## src/inc/mb_write_pkg.sv

```systemverilog
// constants for the multi-register write command interpreter
package mb_write_pkg;
   localparam logic [7:0]  FC_WRITE_MULTI = 8'h10;
   localparam logic [7:0]  BCAST_ADDR     = 8'h00;
   localparam logic [15:0] PD_BASE        = 16'h07d0;
   localparam int          PD_COUNT       = 3;
   localparam logic [15:0] PD_COUNT_W     = 16'h0003;
   localparam int          PD_CTRL        = 0;
   localparam int          PD_SPEED       = 2;
   localparam logic [7:0]  IDX_DEV        = 8'h00;
   localparam logic [7:0]  IDX_FC         = 8'h01;
   localparam logic [7:0]  IDX_START_HI   = 8'h02;
   localparam logic [7:0]  IDX_START_LO   = 8'h03;
   localparam logic [7:0]  IDX_QTY_HI     = 8'h04;
   localparam logic [7:0]  IDX_QTY_LO     = 8'h05;
   localparam logic [7:0]  IDX_BC         = 8'h06;
   localparam logic [7:0]  IDX_DATA       = 8'h07;
   localparam logic [7:0]  IDX_MAX        = 8'hff;
   localparam logic [7:0]  CRC_LEN        = 8'h02;
   localparam logic [15:0] CRC_INIT       = 16'hffff;
   localparam logic [15:0] CRC_POLY       = 16'ha001;
   localparam logic [15:0] CRC_RESIDUE    = 16'h0000;
   localparam logic [2:0]  RSP_LAST       = 3'h7;
   localparam logic [2:0]  RSP_CRC_LO     = 3'h6;
   localparam logic [15:0] RUN_CMD        = 16'h0001;
   localparam logic [15:0] SETPOINT_FULL  = 16'h2710;
   localparam int          FIFO_WIDTH     = 8;
   localparam int          FIFO_DEPTH     = 4;
endpackage : mb_write_pkg

```

## src/design/modbus_multi_register_write.sv

```systemverilog
// function 0x10 interpreter with its reply fifo
`timescale 1ns/1ps
`default_nettype none

module mb_byte_fifo #(
   parameter int W = 8,
   parameter int D = 4
) (
   input  wire logic         clk_i,
   input  wire logic         rst_n_i,
   input  wire logic [W-1:0] in_data_i,
   input  wire logic         in_valid_i,
   output logic              in_ready_o,
   output logic [W-1:0]      out_data_o,
   output logic              out_valid_o,
   input  wire logic         out_ready_i
);
   // head always sits in slot 0 so the outputs come straight off flops
   typedef struct packed {
      logic [D-1:0][W-1:0] mem;
      logic [D-1:0]        vld;
   } fifo_s;

   fifo_s r_reg;
   fifo_s r_next;

   assign in_ready_o  = ~r_reg.vld[D-1];
   assign out_data_o  = r_reg.mem[0];
   assign out_valid_o = r_reg.vld[0];

   always_comb begin
      logic placed;
      placed = 1'b0;
      r_next = r_reg;
      if (r_reg.vld[0] && out_ready_i) begin
         for (int i = 0; i < D - 1; i++) begin
            r_next.mem[i] = r_reg.mem[i+1];
            r_next.vld[i] = r_reg.vld[i+1];
         end
         r_next.vld[D-1] = 1'b0;
      end
      if (in_valid_i && ~r_reg.vld[D-1]) begin
         for (int i = 0; i < D; i++) begin
            if (!placed && !r_next.vld[i]) begin
               r_next.mem[i] = in_data_i;
               r_next.vld[i] = 1'b1;
               placed        = 1'b1;
            end
         end
      end
   end

   always_ff @(posedge clk_i or negedge rst_n_i) begin
      if (!rst_n_i) begin
         r_reg <= '0;
      end else begin
         r_reg <= r_next;
      end
   end
endmodule : mb_byte_fifo

module modbus_multi_register_write (
   input  wire logic                  core_clk_i,
   input  wire logic                  rst_n_i,
   input  wire logic [7:0]            slave_addr_i,
   input  wire logic [7:0]            rx_data_i,
   input  wire logic                  rx_valid_i,
   input  wire logic                  rx_end_i,
   output logic [7:0]                 tx_data_o,
   output logic                       tx_valid_o,
   input  wire logic                  tx_ready_i,
   output logic [15:0]                drive_control_word_o,
   output logic [15:0]                general_control_word_o,
   output logic [15:0]                speed_setpoint_o,
   output logic                       run_cmd_o,
   output logic                       write_done_o
);
   import mb_write_pkg::*;

   typedef enum logic {PH_RX, PH_TX} phase_e;

   typedef struct packed {
      phase_e                     phase;
      logic [7:0]                 idx;
      logic [15:0]                crc;
      logic [7:0]                 dev;
      logic [7:0]                 fc;
      logic [15:0]                start;
      logic [15:0]                qty;
      logic [7:0]                 bc;
      logic [PD_COUNT-1:0][15:0]  stage;
      logic [PD_COUNT-1:0][15:0]  pd;
      logic                       run;
      logic [15:0]                speed;
      logic                       done;
      logic [2:0]                 tx_idx;
   } state_s;

   state_s     r_reg;
   state_s     r_next;
   logic [1:0] rst_sync_reg;
   logic       rst_n;
   logic       push;
   logic [7:0] push_data;
   logic       fifo_in_ready;

   function automatic logic [15:0] crc_step(input logic [15:0] c,
                                            input logic [7:0]  b);
      logic [15:0] v;
      v = c ^ {8'h00, b};
      for (int k = 0; k < 8; k++) begin
         v = v[0] ? ((v >> 1) ^ CRC_POLY) : (v >> 1);
      end
      return v;
   endfunction : crc_step

   always_ff @(posedge core_clk_i or negedge rst_n_i) begin
      if (!rst_n_i) begin
         rst_sync_reg <= 2'h0;
      end else begin
         rst_sync_reg <= {rst_sync_reg[0], 1'b1};
      end
   end
   assign rst_n = rst_sync_reg[1];

   // frame checks use only bytes already captured
   logic [15:0] off;
   logic [7:0]  frame_len;
   logic        addr_ok;
   logic        frame_ok;
   assign off       = r_reg.start - PD_BASE;
   assign frame_len = IDX_DATA + r_reg.bc + CRC_LEN;
   assign addr_ok   = (r_reg.dev == slave_addr_i) || (r_reg.dev == BCAST_ADDR);
   assign frame_ok  = addr_ok && (r_reg.fc == FC_WRITE_MULTI)
      && (r_reg.crc == CRC_RESIDUE)
      && (r_reg.idx == frame_len)
      && (r_reg.qty[15:8] == 8'h00)
      && (r_reg.bc == {r_reg.qty[6:0], 1'b0})
      && !r_reg.qty[7]
      && (r_reg.qty != 16'h0000)
      && (r_reg.start >= PD_BASE)
      && (off + r_reg.qty <= PD_COUNT_W);

   always_comb begin
      logic [7:0] rel;
      logic [6:0] slot;
      rel       = r_reg.idx - IDX_DATA;
      slot      = rel[7:1];
      r_next    = r_reg;
      r_next.done = 1'b0;
      push      = 1'b0;
      push_data = 8'h00;
      unique case (r_reg.phase)
         PH_RX: begin
            if (rx_end_i) begin
               r_next.idx = 8'h00;
               r_next.crc = CRC_INIT;
               if (frame_ok) begin
                  // staged values land only now, after the checks
                  for (int i = 0; i < PD_COUNT; i++) begin
                     if (16'(i) < r_reg.qty) begin
                        r_next.pd[2'(off[1:0] + 2'(i))] =
                           r_reg.stage[i];
                     end
                  end
                  r_next.done   = 1'b1;
                  r_next.tx_idx = 3'h0;
                  if (r_reg.dev != BCAST_ADDR) begin
                     r_next.phase = PH_TX;
                  end
               end
            end else if (rx_valid_i) begin
               r_next.crc = crc_step(r_reg.crc, rx_data_i);
               if (r_reg.idx != IDX_MAX) begin
                  r_next.idx = r_reg.idx + 8'h01;
               end
               unique case (r_reg.idx)
                  IDX_DEV:      r_next.dev         = rx_data_i;
                  IDX_FC:       r_next.fc          = rx_data_i;
                  // address already carries the minus-one offset
                  IDX_START_HI: r_next.start[15:8] = rx_data_i;
                  IDX_START_LO: r_next.start[7:0]  = rx_data_i;
                  IDX_QTY_HI:   r_next.qty[15:8]   = rx_data_i;
                  IDX_QTY_LO:   r_next.qty[7:0]    = rx_data_i;
                  IDX_BC:       r_next.bc          = rx_data_i;
                  default: begin
                     // crc bytes also land here; the slot bound drops them, or for qty below 3 the qty check at commit ignores them
                     if (r_reg.idx >= IDX_DATA && 32'(slot) < PD_COUNT) begin
                        if (!rel[0]) begin
                           r_next.stage[slot[1:0]][15:8] = rx_data_i;
                        end else begin
                           r_next.stage[slot[1:0]][7:0] = rx_data_i;
                        end
                     end
                  end
               endcase
            end
         end
         PH_TX: begin
            // reply stalls here while the fifo is full
            if (fifo_in_ready) begin
               push = 1'b1;
               unique case (r_reg.tx_idx)
                  3'h0: push_data = r_reg.dev;
                  3'h1: push_data = r_reg.fc;
                  3'h2: push_data = r_reg.start[15:8];
                  3'h3: push_data = r_reg.start[7:0];
                  3'h4: push_data = r_reg.qty[15:8];
                  3'h5: push_data = r_reg.qty[7:0];
                  3'h6: push_data = r_reg.crc[7:0];
                  3'h7: push_data = r_reg.crc[15:8];
               endcase
               if (r_reg.tx_idx < RSP_CRC_LO) begin
                  r_next.crc = crc_step(r_reg.crc, push_data);
               end
               r_next.tx_idx = r_reg.tx_idx + 3'h1;
               if (r_reg.tx_idx == RSP_LAST) begin
                  r_next.phase = PH_RX;
                  r_next.crc   = CRC_INIT;
               end
            end
         end
      endcase
      r_next.run   = (r_next.pd[PD_CTRL] == RUN_CMD);
      // hundredths of a percent, capped at full scale
      r_next.speed = (r_next.pd[PD_SPEED] > SETPOINT_FULL)
                     ? SETPOINT_FULL : r_next.pd[PD_SPEED];
   end

   always_ff @(posedge core_clk_i or negedge rst_n) begin
      if (!rst_n) begin
         r_reg       <= '0;
         r_reg.phase <= PH_RX;
         r_reg.crc   <= CRC_INIT;
      end else begin
         r_reg <= r_next;
      end
   end

   // general control word is kept for readback only
   assign drive_control_word_o   = r_reg.pd[PD_CTRL];
   assign general_control_word_o = r_reg.pd[1];
   assign speed_setpoint_o       = r_reg.speed;
   assign run_cmd_o              = r_reg.run;
   assign write_done_o           = r_reg.done;

   mb_byte_fifo #(
      .W (FIFO_WIDTH),
      .D (FIFO_DEPTH)
   ) u_reply_fifo (
      .clk_i       (core_clk_i),
      .rst_n_i     (rst_n),
      .in_data_i   (push_data),
      .in_valid_i  (push),
      .in_ready_o  (fifo_in_ready),
      .out_data_o  (tx_data_o),
      .out_valid_o (tx_valid_o),
      .out_ready_i (tx_ready_i)
   );
endmodule : modbus_multi_register_write

`default_nettype wire

```

## config.mk

```make
export PLATFORM = sky130hd
export DESIGN_NAME = modbus_multi_register_write
export DESIGN_NICKNAME = d
export VERILOG_FILES = /design/src/inc/mb_write_pkg.sv /design/src/design/modbus_multi_register_write.sv
export SDC_FILE = /design/constraint.sdc
export NUM_CORES = 1
export LEC_CHECK = 0
export BUFFER_PORTS_ARGS = -buffer_cell sky130_fd_sc_hd__buf_2
export CAP_MARGIN = 10
export CORE_MARGIN = 4
export CORE_UTILIZATION = 40
export CTS_CLUSTER_DIAMETER = 120
export DETAILED_ROUTE_END_ITERATION = 8
export HOLD_SLACK_MARGIN = 0.12
export PLACE_DENSITY_LB_ADDON = 0.08
export SYNTH_ARGS = -nofsm -noshare
export SYNTH_HDL_FRONTEND = slang
export SYNTH_SLANG_ARGS = --single-unit
```

## constraint.sdc

```tcl
create_clock -name core_clk_i -period 6.45 [get_ports core_clk_i]
set_input_delay 0.645 -clock core_clk_i [delete_from_list [all_inputs] [get_ports core_clk_i]]
set_output_delay 0.645 -clock core_clk_i [all_outputs]
set_load 0.01 [all_outputs]
```

==> results of run 1 <==
-- layer usage --
layer  vias up  track usage (%)  wire [um]
li1       5277                -          -
met2       288             38.4      21800
met5         -                0          0
met3        89             3.18       1920
met1      5584             31.5      20800
met4         0             7.22       1620
-- report_power, final --
group	total, uW	switching [uW]	internal [uW]
clock network	1730	650	1080
logic	4430	2610	1820
registers	2310	479	1830
total	8470	3740	4730
-- final cells by class --
| cell class | instances | area [um^2] |
|---|---|---|
| fillers | 3462 | 19800 |
| clock buffers | 40 | 817 |
| multi-input cells | 1069 | 7760 |
| well taps | 461 | 577 |
| repair buffers | 95 | 531 |
| flip-flops and latches | 236 | 5930 |
| clock inverters | 12 | 193 |
| inverters | 18 | 67.6 |
-- worst register-to-register path, stage by stage, from the launching register on --
cell and delay (ns):
dfrtp_1 0.45, inv_1 0.09, ha_1 0.28, inv_1 0.04
ha_1 0.35, and3_1 0.20, a221o_1 0.41, a311oi_1 0.59
a31oi_1 0.21, a2111oi_0 0.56, or4b_1 0.51, or4_4 0.48
o41ai_1 0.49, or3_1 0.34, and2_2 0.20
-- cells in the final DEF, fill, tap and decap left out, types with 6 or more instances in the layout --
cell,count
nor4b_1,6
nand3_1,16
inv_1,18
nand2b_1,12
o31ai_1,6
dfrtp_1,219
a222oi_1,7
nor2_1,118
and2_1,7
or4_1,7
a21oi_1,88
nand4_1,15
a211oi_1,43
dfstp_2,16
xor2_1,37
and3_1,9
ha_1,29
o21ai_0,67
mux2_2,150
xnor2_1,62
a21o_1,36
o22ai_1,11
a31oi_1,13
mux2i_1,66
nor3_1,22
buf_4,14
a221oi_1,7
a22oi_1,16
nor4_1,23
a31o_2,7
or2_2,6
buf_2,79
or3_1,8
clkbuf_1,6
clkbuf_16,29
nand2_1,93
-- Yosys cell counts, types with 16 or more instances --
cell type | count | area share (%)
dfrtp_1 | 220 | 38
mux2_2 | 150 | 12
nor2_1 | 120 | 3.1
nand2_1 | 93 | 2.4
a21oi_1 | 88 | 3.0
clkbuf_1 | 83 | 2.1
o21ai_0 | 67 | 2.3
mux2i_1 | 66 | 4.5
xnor2_1 | 62 | 3.7
buf_4 | 58 | 3.0
a211oi_1 | 43 | 2.2
xor2_1 | 37 | 2.2
a21o_1 | 36 | 1.9
ha_1 | 29 | 2.5
nor4_1 | 23 | 0.99
nor3_1 | 22 | 0.76
inv_1 | 18 | 0.47
a22oi_1 | 16 | 0.83
dfstp_2 | 16 | 2.9
nand3_1 | 16 | 0.55
-- metrics by stage --
stage | setup WS [ns] | utilization, %
6_report | 1.17 | 44.5
5_1_grt | 0.831 | 44.5
4_1_cts | 1.21 | 44.5
3_5_place_dp | 1.23 | 41.6
3_3_place_gp | 1.35 | 41.6
2_1_floorplan | 2.07 | -
-- cell families after synthesis --
group                    after synthesis
AND/OR/NAND/NOR                      376
AO/OA/AOI/OAI                        345
flip-flops                           236
multiplexers                         216
buffers and inverters                168
XOR/XNOR                              99
adder cells (fa/ha/maj)               30
other                                  2
-- worst min path at each step --
stage,from,end,slack [ns]
floorplan,rst_sync_reg[0]$_DFF_PN0_,rst_sync_reg[1]$_DFF_PN0_,0.33
global placement,rst_sync_reg[0]$_DFF_PN0_,rst_sync_reg[1]$_DFF_PN0_,0.34
detailed placement,rst_sync_reg[0]$_DFF_PN0_,rst_sync_reg[1]$_DFF_PN0_,0.34
CTS,rst_sync_reg[0]$_DFF_PN0_,rst_sync_reg[1]$_DFF_PN0_,0.36
global route,rst_sync_reg[0]$_DFF_PN0_,rst_sync_reg[1]$_DFF_PN0_,0.36
finish,rst_sync_reg[1]$_DFF_PN0_,r_reg[192]$_DFFE_PN0P_,0.34
==> results.ini, run 1 <==
[outcome]
status=finished clean

[logic_synthesis]
synth_cells=1472
syn_avg_cell_area_um2=9.87
ys_warn_count=0
synth-seq-area-share_pct=40.8
synth_adder_area_share_pct=2.64
syn_area_mm2=0.0145
ys_ff_latch=236
synth_top_family_by_area=multiplexers
dominantRegCellSynth=dfrtp_1
synth_xor_area_share_pct=5.97
synth_cell_types=74
synthArstFlopShare_pct=100
synth_compound_area_share_pct=15.5
synth_edf_count=0
synth-simple-area-share_pct=12.8
synthMuxAreaShare_pct=16.2

[cts]
cts_tree=built
clock_sinks=236
cts_buffer_depth=3
numCtsBuffers=28
cts_hold_buf=1
htreeDepth=1
cts_setup_buffers=0
clkTransAtPathRegs_ns=0.06
root_buffer=clkbuf_16
worstSkewPairLatency_ns=0.55
cts_resized=0

[detailed_routing]
route.detailed.drc=0
drt_pass1_iterations=6
via_per_inst=5.82
drt-initial-drc-count=768
num_vias=11200
wl_per_cell_um=23.9
drtAntennaViolNets=0
wl_um=46100

[floorplan]
num_rows=69
chipHeight_um=199
start_util_pct=40.7
die_w_um=199
die_area_mm2=0.0394
pin_count=80
core_area_mm2=0.0357

[worst_setup_path]
endpoint=speed_setpoint_o[11]$_DFF_PN0_
setup.worst_path.start=r_reg[145]$_DFFE_PN0P_
r2r-start=r_reg[145]$_DFFE_PN0P_
crit_path_cell_trace=inv_1 -> ha_1 -> inv_1 -> ha_1 -> and3_1 -> a221o_1 -> a311oi_1 -> a31oi_1 -> a2111oi_0 -> or4b_1 -> or4_4 -> o41ai_1 -> or3_1 -> and2_2
rr_worst_depth=14
critPathSlowestCell=a311oi_1
cp_data_arrival_time_ns=5.76
critPathRequiredTime_ns=6.93
r2r-end=speed_setpoint_o[11]$_DFF_PN0_
cp-start-kind=flop
worst-path-buf-inv=2
cp.depth=14
critPathMaxStageDelay_ns=0.59
critPathKind=flop to flop
r2r_slack_ns=1.17
worstPathMaxFanout=10
cp_top_family=compound AO/OA/AOI/OAI gates
critPathCaptureType=flop

[power_and_ir_drop]
p_total_uw=8470
peakVddDrop_mv=0.657
p_leak_uw=0.00749
p_per_area_mw_per_mm2=534

[placed_design]
dp_hpwl_um=33000
gp_congestion=0.922
port_buffers=79
placed_area_mm2=0.0148
place_inst=1877

[timing]
slew_headroom_pct=41.4
fmax_mhz=189
fin_tns_setup_ns=0
report.final.slew_viol_count=0
finalHoldWorstSlack_ns=0.344
finalHoldViolations=0
rsz0062_at_grt=false
setup_viol=0
finalCritPeriodShare_pct=81.9
finClkSkew_ns=0.0133
worst_slew_pin_slew_ns=0.879
finalCriticalPeriod_ns=5.28

[grt]
grt_pass1_wl_um=70700
grt_max_degree=125
track_usage_pct=23.1
antenna_found_initial=0
grt_overflow=0
grt_pass1_vias=11300

[run]
max_cap_violations=0

[finish]
synthToLayoutAreaGrowth_pct=9.26
layout-drive-gt1-share_pct=22.8
stdcell_count=1931
antennaDiodeCount=0
postLayoutCellArea_mm2=0.0159
fin_nets=1499

[hold_path]
min_path_type=flop to async pin

(Power assumes the default switching activity.)
==> run 2: changes to the inputs <==
clock period = 5.15 ns   (was 6.45 ns; I/O delays follow)
==> run 2 against run 1 <==
Net effect: non-clock buffer count increased by 20; setup slack got worse by 0.77 ns; power up 27%; global-route usage decreased by 0.057 points; worst hold slack got worse by 0.12 ns; routed wire length fell by 0.21%; final area is 0.46% higher; combinational power increased by 33%; sequential power is 23% higher; clock skew is 0.0014 ns higher; sequential share of layout area decreased by 0.17 points; clock power is 17% higher; highest routed layer unchanged; critical path type unchanged.
==> results.ini, run 2 (synthesized netlist as in run 1, its figures left out) <==
[grt]
grt_pass1_wl_um=70200  ; was 70700 um
antenna_found_initial=0  ; unchanged
grt_overflow=0  ; unchanged
track_usage_pct=23.1  ; about the same
grt_max_degree=111  ; was 125
grt_pass1_vias=11100  ; was 11300

[outcome]
status=finished clean  ; unchanged

[timing]
finalCritPeriodShare_pct=92.2  ; was 81.9%
fmax_mhz=211  ; was 189 MHz
finClkSkew_ns=0.0147  ; was 0.0133 ns
finalCriticalPeriod_ns=4.75  ; was 5.28 ns
rsz0062_at_grt=false  ; unchanged
report.final.slew_viol_count=0  ; unchanged
worst_slew_pin_slew_ns=0.826  ; was 0.879 ns
finalHoldViolations=0  ; unchanged
slew_headroom_pct=44.7  ; was 41.4%
setup_viol=0  ; unchanged
fin_tns_setup_ns=0  ; unchanged

[detailed_routing]
num_vias=11500  ; was 11200
drt_pass1_iterations=6  ; unchanged
wl_per_cell_um=23.7  ; was 23.9 um
drtAntennaViolNets=0  ; unchanged
wl_um=46000  ; was 46100 um
route.detailed.drc=0  ; unchanged
via_per_inst=5.89  ; was 5.82
drt-initial-drc-count=887  ; was 768

[finish]
fin_nets=1518  ; was 1499
antennaDiodeCount=0  ; unchanged
mostFrequentLayoutCell=dfrtp_1  ; unchanged
final_cell_mix=dfrtp_1, mux2_2, nor2_1, nand2_1, a21oi_1  ; unchanged
synthToLayoutAreaGrowth_pct=9.77  ; was 9.26%
num-fill-cells=3414  ; was 3462
stdcell_count=1945  ; was 1931
layout-drive-gt1-share_pct=23.9  ; was 22.8%

[run]
max_cap_violations=0  ; unchanged

[cts]
clkTransAtPathRegs_ns=0.07  ; was 0.06 ns
htreeDepth=1  ; unchanged
root_buffer=clkbuf_16  ; unchanged
worstSkewPairLatency_ns=0.55  ; about the same
cts_tree=built  ; unchanged
clock_sinks=236  ; unchanged
numCtsBuffers=27  ; was 28
cts_setup_buffers=0  ; unchanged
cts_buffer_depth=3  ; unchanged

[hold_path]
min_path_type=flop to async pin  ; unchanged

[placed_design]
port_buffers=79  ; unchanged
gp_congestion=0.916  ; was 0.922
dp_hpwl_um=33200  ; was 33000 um
place_inst=1897  ; was 1877

[worst_setup_path]
cp_data_arrival_time_ns=5.23  ; was 5.76 ns
setup.worst_path.start=r_reg[145]$_DFFE_PN0P_  ; unchanged
critPathCaptureType=flop  ; unchanged
worstPathMaxFanout=10  ; unchanged
crit_path_cell_trace=inv_1 -> ha_1 -> inv_1 -> ha_1 -> and3_1 -> a221o_1 -> a311oi_1 -> a31oi_1 -> a2111oi_0 -> or4b_1 -> or4_4 -> o41ai_1 -> or3_4 -> and2_2  ; was inv_1 -> ha_1 -> inv_1 -> ha_1 -> and3_1 -> a221o_1 -> a311oi_1 -> a31oi_1 -> a2111oi_0 -> or4b_1 -> or4_4 -> o41ai_1 -> or3_1 -> and2_2
cp-start-kind=flop  ; unchanged
critPathKind=flop to flop  ; unchanged
critPathRequiredTime_ns=5.63  ; was 6.93 ns
critPathSlowestCell=or4b_1  ; was a311oi_1
r2r-start=r_reg[145]$_DFFE_PN0P_  ; unchanged
critPathMaxStageDelay_ns=0.50  ; was 0.59 ns

[power_and_ir_drop]
peakVddDrop_mv=1.14  ; was 0.657 mV
p_per_area_mw_per_mm2=673  ; was 534 mW/mm^2
p_leak_uw=0.00756  ; was 0.00749 uW

[floorplan]
die_w_um=199  ; unchanged
die_area_mm2=0.0394  ; unchanged
core_area_mm2=0.0357  ; unchanged
start_util_pct=40.7  ; unchanged
chipHeight_um=199  ; unchanged
num_rows=69  ; unchanged
pin_count=80  ; unchanged

[run 2: cell types whose count changed in the layout (fill, tap and decap cells not counted), moves of 3 or more]
cell / before / now
clkinvlp_4: 3 / 0
clkbuf_8: 5 / 9
buf_4: 14 / 34
clkbuf_1: 6 / 3
[run 2: layout make-up]
| type | count | area [um^2] | area share, % |
|---|---|---|---|
| inverters | 18 | 67.6 | 0.424 |
| clock buffers | 39 | 811 | 5.08 |
| clock inverters | 7 | 118 | 0.738 |
| multi-input cells | 1069 | 7760 | 48.7 |
| flip-flops and latches | 236 | 5930 | 37.2 |
| repair buffers | 115 | 681 | 4.27 |
| well taps | 461 | 577 | 3.62 |
[run 2: critical path, delay by kind of cell (launching register included)]
family / cells / cell delay, ns
buffers and inverters: 2 / 0.15
DFF: 1 / 0.44
adders and majority gates: 2 / 0.64
AOI/OAI and AO/OA: 5 / 1.86
and+or+nand+nor: 5 / 1.58
[run 2: final timing paths]
| kind | depth (start not counted) | slack [ns] | end |
|---|---|---|---|
| hold reg to reg | 0 | 0.23 | r_reg[119]$_DFFE_PN0P_ |
| setup reg to reg | 14 | 0.40 | speed_setpoint_o[6]$_DFF_PN0_ |
| hold / removal | 0 | 0.23 | r_reg[119]$_DFFE_PN0P_ |
| setup / recovery | 14 | 0.40 | speed_setpoint_o[6]$_DFF_PN0_ |
| max in group asynchronous | 1 | 3.80 | async pin |
| min in group core_clk_i | 2 | 0.33 | r_reg[191]$_DFFE_PN0P_ |
[run 2: metrics by stage]
step           cell area, um^2  util (%)  power (uW)  hold slack, ns  worst slack [ns]
6_report                 15900      44.7       10700           0.227             0.400
3_5_place_dp             15000      42.1        8680           0.245             0.320
2_1_floorplan            14500         -        7050           0.219             0.765
5_1_grt                  15900      44.7       11500           0.258            0.0643
4_1_cts                  15900      44.7       10700           0.240             0.272
3_3_place_gp             15000      42.1        8620           0.240             0.415
[run 2: layer usage]
metal	vias up	wire length (um)	GRT usage, %	part of all wire [%]
met3	76	2190	3.57	4.8
li1	5299	-	-	-
met5	-	0	0	0
met2	337	21900	38.6	48
met4	0	1430	6.38	3.1
met1	5747	20500	31.3	44
[run 2: timing repair]
action,4_1_cts,5_1_grt
hold endpoints to repair,2,0
setup endpoints to repair,0,9
hold buffers,1,0
gates resized for setup,0,1
[run 2: power by group]
part           leakage (uW)  switching [uW]  internal [uW]
Sequential          0.00312             534           2300
Combinational       0.00398            3400           2480
Clock              0.000460             791           1230
Total               0.00756            4720           6010
